### config.mk
export PLATFORM = sky130hd
export DESIGN_NAME = maexe_top
export DESIGN_NICKNAME = d
export VERILOG_FILES = /design/src/verilog/maexe_pkg.sv /design/src/verilog/maexe_top.sv
export VERILOG_INCLUDE_DIRS = /design/src /design/src/verilog
export SDC_FILE = /design/constraint.sdc
export NUM_CORES = 1
export LEC_CHECK = 0
export ABC_CLOCK_PERIOD_IN_PS = 5400
export BUFFER_PORTS_ARGS = -buffer_cell sky130_fd_sc_hd__buf_2
export CORE_AREA = 2 2 68 135
export CTS_CLUSTER_SIZE = 12
export DETAILED_ROUTE_END_ITERATION = 8
export DIE_AREA = 0 0 70 137
export PLACE_DENSITY_LB_ADDON = 0.2
export SLEW_MARGIN = 0
export SYNTH_ARGS = -nofsm -noshare
export SYNTH_HDL_FRONTEND = slang
export SYNTH_SLANG_ARGS = --single-unit
export TNS_END_PERCENT = 20
### constraint.sdc
create_clock -name clk_in -period 5.4 [get_ports clk_in]
set_clock_uncertainty 0.15 [all_clocks]
set_input_delay 0.54 -clock clk_in [delete_from_list [all_inputs] [get_ports clk_in]]
set_output_delay 0.54 -clock clk_in [all_outputs]
set_load 0.005 [all_outputs]
### src/verilog/maexe_cfg.svh
`ifndef MAEXE_CFG_SVH
`define MAEXE_CFG_SVH

// Register byte offsets on the APB side
`define MAEXE_OFS_WREG 12'h000
`define MAEXE_OFS_STAT 12'h004
`define MAEXE_OFS_SEQ 12'h008

// Status register field positions
`define MAEXE_STAT_C 0
`define MAEXE_STAT_DC 1
`define MAEXE_STAT_Z 2

// Reset values
`define MAEXE_RST_WREG 8'h00
`define MAEXE_RST_FLAG 1'b0

// Widths and cycle figures of the datapath
`define MAEXE_PC_W 15
`define MAEXE_FADDR_MAX 7'h7f
`define MAEXE_TWO_CYCLE_EXTRA 1

`endif

### src/verilog/maexe_pkg.sv
package maexe_pkg;

  // Operations this datapath executes; anything else is ignored
  typedef enum logic [2:0] {
    MAEXE_OP_NONE = 3'h0,
    MAEXE_OP_ADD = 3'h1,
    MAEXE_OP_ADDC = 3'h2,
    MAEXE_OP_ASR = 3'h3,
    MAEXE_OP_BCLR = 3'h4,
    MAEXE_OP_BTSZ = 3'h5,
    MAEXE_OP_BRA = 3'h6
  } maexe_op_e;

  // Gray coded: run then the forced no-operation cycle
  typedef enum logic [1:0] {
    MAEXE_ST_RUN = 2'b00,
    MAEXE_ST_NOP = 2'b01
  } maexe_st_e;

  // Decoded instruction from the sequencer
  typedef struct packed {
    maexe_op_e op;
    logic [6:0] faddr;
    logic dest;
    logic [2:0] bitsel;
    logic [8:0] offs;
  } maexe_instr_s;

  // Register file write request
  typedef struct packed {
    logic we;
    logic [6:0] addr;
    logic [7:0] data;
  } maexe_fwr_s;

  // Whole state of the executor
  typedef struct packed {
    maexe_st_e st;
    logic [7:0] w;
    logic c;
    logic dc;
    logic z;
    maexe_fwr_s fwr;
    logic pcld;
    logic [14:0] pct;
    logic disc;
    logic busy;
    logic rdy;
    logic err;
    logic [31:0] rd;
  } maexe_state_s;

endpackage

### src/verilog/maexe_top.sv
// Notes on behaviour
// RULE1 - Add sums working register and file register (address 0..127), updating carry, digit carry and zero.
// RULE2 - Destination bit 0 sends the result to the working register, 1 back to the file register.
// RULE3 - Arithmetic right shift keeps bit 7, moves bits 7:1 down, old bit 0 to carry, touches only carry and zero.
// RULE4 - Add with carry sums working register, file register and carry into the chosen destination, updating three flags.
// RULE5 - Bit clear zeroes the chosen bit 0..7 of the file register, keeps the rest, and leaves all flags.
// RULE6 - Test-bit-skip-if-zero runs the next instruction when the bit is one, else discards it for a no-operation, two cycles.
// RULE7 - Relative branch loads the program counter with the incremented counter plus a signed 9-bit offset, no flags.
// RULE8 - Relative branch always takes two cycles since the fetched next instruction is dropped.
// RULE9 - A program counter change or a true test adds a second cycle acting as a no-operation.
// RULE10 - Digit carry is the carry out of bit 3 into bit 4, and zero is set for an all-zero result.
//
// The placing of the registers and the APB slave port are this design's own decisions.
`timescale 1ns/10ps
`default_nettype none
`include "maexe_cfg.svh"

module maexe_top
  import maexe_pkg::*;
(
  input wire logic clk_in,
  input wire logic rst_n_in,
  // Instruction issue from the sequencer
  input wire logic issue_valid_in,
  input wire maexe_instr_s instr_in,
  input wire logic [14:0] pc_in,
  input wire logic [7:0] file_data_in,
  // Results toward the register file and sequencer
  output maexe_fwr_s file_wr_out,
  output logic pc_load_out,
  output logic [14:0] pc_target_out,
  output logic discard_out,
  output logic busy_out,
  output logic [7:0] wreg_out,
  output logic [2:0] status_out,
  // APB slave
  input wire logic psel_in,
  input wire logic penable_in,
  input wire logic pwrite_in,
  input wire logic [11:0] paddr_in,
  input wire logic [31:0] pwdata_in,
  output logic [31:0] prdata_out,
  output logic pready_out,
  output logic pslverr_out
);

  maexe_state_s s_r;
  maexe_state_s s_nxt;

  // Arithmetic helpers
  logic cin;
  logic [8:0] sum;
  logic [4:0] nib;
  logic [7:0] res;
  logic [7:0] mask;
  logic [14:0] sext;
  logic take;
  logic acc;
  logic hit;

  // Operation decode of the issued word
  logic op_add;
  logic op_asr;
  logic op_bra;
  logic to_dest;
  logic skip_hit;
  logic two_cycle;

  // Result and flags of each datapath arm
  logic [7:0] add_res;
  logic add_c;
  logic add_dc;
  logic add_z;
  logic [7:0] asr_res;
  logic asr_c;
  logic asr_z;
  logic [7:0] bclr_res;
  logic bit_set;
  logic [14:0] pc_next;
  logic [14:0] bra_tgt;

  // Register bus decode
  logic sel_wreg;
  logic sel_stat;
  logic sel_seq;
  logic wr_ok;

  // Carry in only for the add-with-carry form
  always_comb begin
    cin = (instr_in.op == MAEXE_OP_ADDC) ? s_r.c : 1'b0;
    // RULE1 add path
    sum = {1'b0, s_r.w} + {1'b0, file_data_in} + {8'h00, cin};
    // RULE10 nibble carry
    nib = {1'b0, s_r.w[3:0]} + {1'b0, file_data_in[3:0]} + {4'h0, cin};
    // Mask of the tested or cleared bit
    mask = 8'h01 << instr_in.bitsel;
    // Offset sign carried up to the counter width
    sext = {{6{instr_in.offs[8]}}, instr_in.offs};
  end

  // Decode of the issued operation
  always_comb begin
    // Both add forms share one adder, only the carry in differs
    op_add = (instr_in.op == MAEXE_OP_ADD) || (instr_in.op == MAEXE_OP_ADDC);
    op_asr = (instr_in.op == MAEXE_OP_ASR);
    op_bra = (instr_in.op == MAEXE_OP_BRA);
    // RULE2 bit ops and the branch ignore the destination bit
    to_dest = (op_add || op_asr) && instr_in.dest;
    // RULE6 a clear tested bit discards the next word
    skip_hit = (instr_in.op == MAEXE_OP_BTSZ) && !bit_set;
    // RULE9 a counter change or a true test costs a second cycle
    two_cycle = op_bra || skip_hit;
  end

  // Arithmetic arms; the state update below only picks among them
  always_comb begin
    // RULE1 RULE4 sum and carry out of bit 7
    add_res = sum[7:0];
    add_c = sum[8];
    // RULE10 nibble carry and zero detect
    add_dc = nib[4];
    add_z = (sum[7:0] == 8'h00);
    // RULE3 sign bit kept, bit 0 into carry
    asr_res = {file_data_in[7], file_data_in[7:1]};
    asr_c = file_data_in[0];
    asr_z = (asr_res == 8'h00);
  end

  // Bit and branch arms
  always_comb begin
    // RULE5 one bit forced low, the rest kept
    bclr_res = file_data_in & ~mask;
    bit_set = ((file_data_in & mask) != 8'h00);
    // RULE7 counter stepped one past the branch first; the sum wraps at 15 bits
    pc_next = pc_in + 15'h0001;
    bra_tgt = pc_next + sext;
  end

  // An instruction is only taken outside the no-operation cycle
  assign take = issue_valid_in && (s_r.st == MAEXE_ST_RUN);

  // APB access phase, answered one cycle later with pready
  assign acc = psel_in && penable_in;

  // Address decode; one word per register, so the upper bits must match too
  assign sel_wreg = (paddr_in == `MAEXE_OFS_WREG);
  assign sel_stat = (paddr_in == `MAEXE_OFS_STAT);
  assign sel_seq = (paddr_in == `MAEXE_OFS_SEQ);
  // A write lands on the edge where pready is seen high, unless it was refused
  assign wr_ok = acc && s_r.rdy && pwrite_in && !s_r.err;

  always_comb begin
    // Everything holds, and the one-cycle pulses drop unless set below
    s_nxt = s_r;
    s_nxt.fwr.we = 1'b0;
    s_nxt.pcld = 1'b0;
    s_nxt.disc = 1'b0;
    s_nxt.rdy = 1'b0;
    s_nxt.err = 1'b0;
    // Scratch values for this cycle
    res = 8'h00;
    hit = 1'b1;

    // Bus read data is captured in the wait cycle, so one wait state always
    if (acc && !s_r.rdy) begin
      s_nxt.rdy = 1'b1;
      s_nxt.rd = 32'h0000_0000;
      if (sel_wreg) begin
        s_nxt.rd[7:0] = s_r.w;
      end else if (sel_stat) begin
        s_nxt.rd[`MAEXE_STAT_C] = s_r.c;
        s_nxt.rd[`MAEXE_STAT_DC] = s_r.dc;
        s_nxt.rd[`MAEXE_STAT_Z] = s_r.z;
      end else if (sel_seq) begin
        // Sequencer state is read only
        s_nxt.rd[0] = s_r.busy;
      end else begin
        // Unmapped word answers with an error and zero data
        hit = 1'b0;
      end
      s_nxt.err = !hit;
    end

    // Writes to the read-only or unmapped words are dropped
    if (wr_ok) begin
      if (sel_wreg) begin
        s_nxt.w = pwdata_in[7:0];
      end else if (sel_stat) begin
        s_nxt.c = pwdata_in[`MAEXE_STAT_C];
        s_nxt.dc = pwdata_in[`MAEXE_STAT_DC];
        s_nxt.z = pwdata_in[`MAEXE_STAT_Z];
      end
    end

    // Instruction execution; it overrides a same-cycle bus write
    case (s_r.st)
      MAEXE_ST_NOP: begin
        // An issue seen here is ignored, as the sequencer drops that word
        // RULE9 second cycle idles
        s_nxt.st = MAEXE_ST_RUN;
        s_nxt.busy = 1'b0;
      end
      MAEXE_ST_RUN: begin
        if (take) begin
          case (instr_in.op)
            MAEXE_OP_ADD, MAEXE_OP_ADDC: begin
              // RULE1 RULE4 flags from sum
              res = add_res;
              s_nxt.c = add_c;
              // RULE10 digit carry and zero
              s_nxt.dc = add_dc;
              s_nxt.z = add_z;
            end
            MAEXE_OP_ASR: begin
              // RULE3 sign kept, bit 0 to carry, digit carry left alone
              res = asr_res;
              s_nxt.c = asr_c;
              s_nxt.z = asr_z;
            end
            MAEXE_OP_BCLR: begin
              // RULE5 clear one bit, no flags
              s_nxt.fwr.we = 1'b1;
              s_nxt.fwr.addr = instr_in.faddr;
              // Written back even when the bit was already clear
              s_nxt.fwr.data = bclr_res;
            end
            MAEXE_OP_BTSZ: begin
              // RULE6 test only; the skip itself is handled below
              res = 8'h00;
            end
            MAEXE_OP_BRA: begin
              // RULE7 incremented counter plus offset
              s_nxt.pct = bra_tgt;
              // Target stands after the pulse until the next branch
              s_nxt.pcld = 1'b1;
            end
            default: res = 8'h00;
          endcase

          // RULE8 fetched word dropped, then one idle cycle
          if (two_cycle) begin
            s_nxt.disc = 1'b1;
            // Busy also refuses the next issue for that cycle
            s_nxt.busy = 1'b1;
            s_nxt.st = MAEXE_ST_NOP;
          end

          // RULE2 destination select
          if (to_dest) begin
            s_nxt.fwr.we = 1'b1;
            s_nxt.fwr.addr = instr_in.faddr;
            s_nxt.fwr.data = res;
          end else if (op_add || op_asr) begin
            // Bit ops and the branch leave the working register alone
            s_nxt.w = res;
          end
        end
      end
      default: begin
        // Unused code recovers to run
        s_nxt.st = MAEXE_ST_RUN;
        s_nxt.busy = 1'b0;
      end
    endcase
  end

  // Single state register; reset loads constants only
  always_ff @(posedge clk_in or negedge rst_n_in) begin
    if (!rst_n_in) begin
      s_r.st <= MAEXE_ST_RUN;
      s_r.fwr <= '0;
      s_r.pcld <= 1'b0;
      s_r.pct <= 15'h0000;
      s_r.disc <= 1'b0;
      s_r.busy <= 1'b0;
      s_r.rdy <= 1'b0;
      s_r.err <= 1'b0;
      s_r.rd <= 32'h0000_0000;
      // Working register and flags restart cleared
      s_r.w <= `MAEXE_RST_WREG;
      s_r.c <= `MAEXE_RST_FLAG;
      s_r.dc <= `MAEXE_RST_FLAG;
      s_r.z <= `MAEXE_RST_FLAG;
    end else begin
      s_r <= s_nxt;
    end
  end

  // Instruction side outputs come straight from the state register
  assign file_wr_out = s_r.fwr;
  assign pc_load_out = s_r.pcld;
  assign pc_target_out = s_r.pct;
  assign discard_out = s_r.disc;
  assign busy_out = s_r.busy;
  assign wreg_out = s_r.w;
  assign status_out = {s_r.z, s_r.dc, s_r.c};

  // Bus answer, registered so pready never follows psel within a cycle
  assign prdata_out = s_r.rd;
  assign pready_out = s_r.rdy;
  assign pslverr_out = s_r.err;

endmodule

`default_nettype wire

==> flow_summary.ini <==
[status]
status = complete, no violations

[cells_and_area]
diodes = 0
regArea_um2 = 1401
drive_gt1_frac = 0.2563
final.fill_count = 857
area_delta_synth_final_pct = 8.667
fin_area_um2 = 4549
layout.nets = 673
multi_input_area_um2 = 2182

[floorplan]
die_y_um = 137
core_um2 = 8528
die_x_um = 70
dieArea_um2 = 9590
num_rows = 48
pin_count = 175
initial_core_util = 0.4909

[power_and_ir_drop]
p_leak_nw = 2.441
power.total_mw = 1.575
peakVddDrop_v = 0.0001518
power-per-cell-area_nw_per_um2 = 346.2

[setup_path]
worstPathMaxFanout = 9
cp.arrival_ns = 3.20
crit_chain = buf_2, nand2b_1, nor3b_1, fa_1, inv_1, fa_1, nand2b_1, a21oi_1, o311a_1, nor3_1, or4_1, o21ai_1
critPathKind = in -> reg
startpoint_type = primary input
crit_required_ns = 5.48
setup.worst_path.end_class = register
crit_slowest_cell = or4_1
slowest_delay_ns = 0.53

[clock_network]
post-cts-setup-buffers = 0
clk_latency_ns = 0.30
cts_resized = 0
root_buffer = clkbuf_16
hold_buffers = 0
cts_buffers = 5
clockBufferDepth = 2
cts_tree = yes
cts.sinks = 56
cts_max_level = 2
path_clk_slew_ns = 0.08

[routing]
via_per_inst = 5.440
dr.first_iter.drc_count = 204
wl_per_cell_um = 16.59
first_pass_iters = 4
ant_nets = 0
drcViolationCount = 0
routed_wl_mm = 10.85
via_count = 3558

[synthesis]
yosys_most_used_dff = dfrtp_1
yosysTopAreaCellShare = 0.3347
syn_inst = 487
async_reset_ff_frac = 1.000
yosysSeqAreaShare = 0.3347
synth_area_leaders = dfrtp_1 33%, buf_4 13%, nand2_1 6.7%, ha_1 6.3%, mux2i_1 3.8%
synth_edf_count = 0
yosysUniqueCellTypes = 55
synth_top_area_cell = dfrtp_1
ys_seq_elements = 56
synth_area_um2 = 4187
syn_area_per_cell_um2 = 8.597
synth_warnings = 0

[global_route]
grt_overflow = 0
grt_pass1_vias = 3552
antenna_found_initial = 0
grt_pass1_wl_mm = 16.90
grtUsageTotal = 0.2246
grt_max_degree = 57

[placement]
hpwl_mm = 8.965
numPortBuffers = 126
place_congestion = 0.9266
placed_area_um2 = 4403

[timing]
fmax_mhz = 321.0
period_minus_slack_ns = 3.116
rsz0062_at_grt = false
slew_headroom = 0.2721
hold_violations = 0
max_slew.worst_pin.slew_ns = 1.082
fin_crit_sh = 0.5770
drv_slew = 0
setup_violations = 0
final.setup.tns_ns = 0

[worst_hold_path]
hp-class = in -> async

[job]
drv_cap = 0
-- synthesized netlist by cell type (9+ instances only) --
cell	number
mux2i_1	16
o21ai_0	26
xor2_1	11
nand2_1	75
a21oi_1	17
clkbuf_1	13
inv_1	14
nor2_1	22
ha_1	21
a21o_1	9
dfrtp_1	56
nand3_1	9
buf_4	75
-- through the flow --
step | hold WS, ns | setup WS, ns | cells | util
6_report | 0.2190 | 2.284 | 654 | 0.5335
5_1_grt | 0.2757 | 2.008 | 654 | 0.5335
3_5_place_dp | 0.3066 | 1.974 | 646 | 0.5163
4_1_cts | 0.2621 | 2.285 | 654 | 0.5335
2_1_floorplan | 0.09441 | 2.247 | 510 | -
3_3_place_gp | 0.3043 | 2.011 | 646 | 0.5163
-- final cells by class --
class	count	share of cell area
clock buffers	5	0.02750
clock inverters	3	0.004675
inverters	15	0.01238
multi-input cells	348	0.4796
flip-flops and latches	56	0.3080
well taps	100	0.02750
repair buffers	127	0.1403
-- state kept, by name, indices dropped and copies added, names as in the netlist --
| name | cells |
|---|---|
| pready_out | 1 |
| pc_load_out | 1 |
| prdata_out | 8 |
| file_wr_out | 16 |
| discard_out | 1 |
| pc_target_out | 15 |
| s_r | 1 |
| wreg_out | 8 |
| status_out | 3 |
| pslverr_out | 1 |
| busy_out | 1 |
-- where the power goes --
part | internal (mW) | total, mW | switching, mW | leakage, nW
clock | 0.173 | 0.336 | 0.163 | 0.0702
combinational | 0.280 | 0.638 | 0.358 | 1.65
sequential | 0.514 | 0.600 | 0.0861 | 0.720
total | 0.968 | 1.57 | 0.607 | 2.44
-- cells in the final DEF, fill, tap and decap left out, types with 4 or more instances in the layout --
cell and instances:
a211oi_1 4, a21o_1 9, a21oi_1 17, a22o_1 7
a22oi_1 4, a31oi_1 4, and3_1 6, buf_2 126
clkbuf_16 5, conb_1 24, dfrtp_1 56, ha_1 21
inv_1 14, mux2i_1 16, nand2_1 75, nand3_1 9
nor2_1 22, nor2b_1 7, nor3_1 7, nor4_1 6
o21a_1 5, o21ai_0 26, o21ai_1 7, o22ai_1 7
or2_2 5, xnor2_1 6, xor2_1 11
-- cells by family after synthesis --
| logic type | count (synthesis) | share of synthesized area |
|---|---|---|
| compound gates | 113 | 0.1778 |
| xor+xnor | 17 | 0.03556 |
| flops | 56 | 0.3347 |
| fa+ha+maj | 24 | 0.07711 |
| buf+inv | 106 | 0.1647 |
| mux | 17 | 0.04094 |
| other cells | 1 | 0.0008957 |
| simple gates | 153 | 0.1683 |
-- critical path, delay by kind of cell --
kind                       cells  cell delay (ns)
and+or+nand+nor                5             1.31
adders and majority gates      2             0.63
AOI/OAI and AO/OA              3             0.52
buffers and inverters          2             0.20
-- final timing paths --
kind,depth (start not counted),slack (ns),endpoint,startpoint
max,12,2.28,status_out[2],instr_in[20]
min,2,0.22,pready_out,rst_n_in
max reg2reg,10,2.50,status_out[2],status_out[0]
min reg2reg,2,0.32,file_wr_out[12],file_wr_out[12]
max in group asynchronous,2,4.39,file_wr_out[4],rst_n_in
min in group clk_in,3,0.27,file_wr_out[10],instr_in[15]
-- layer usage --
layer  share of wire  routed length [um]  track usage
met5               0                   0            0
met4           0.054                 585       0.1271
met3           0.053                 580      0.03682
met2            0.57                6159       0.4487
met1            0.32                3526       0.2075
No activity file was read; power rests on OpenSTA's default activity.
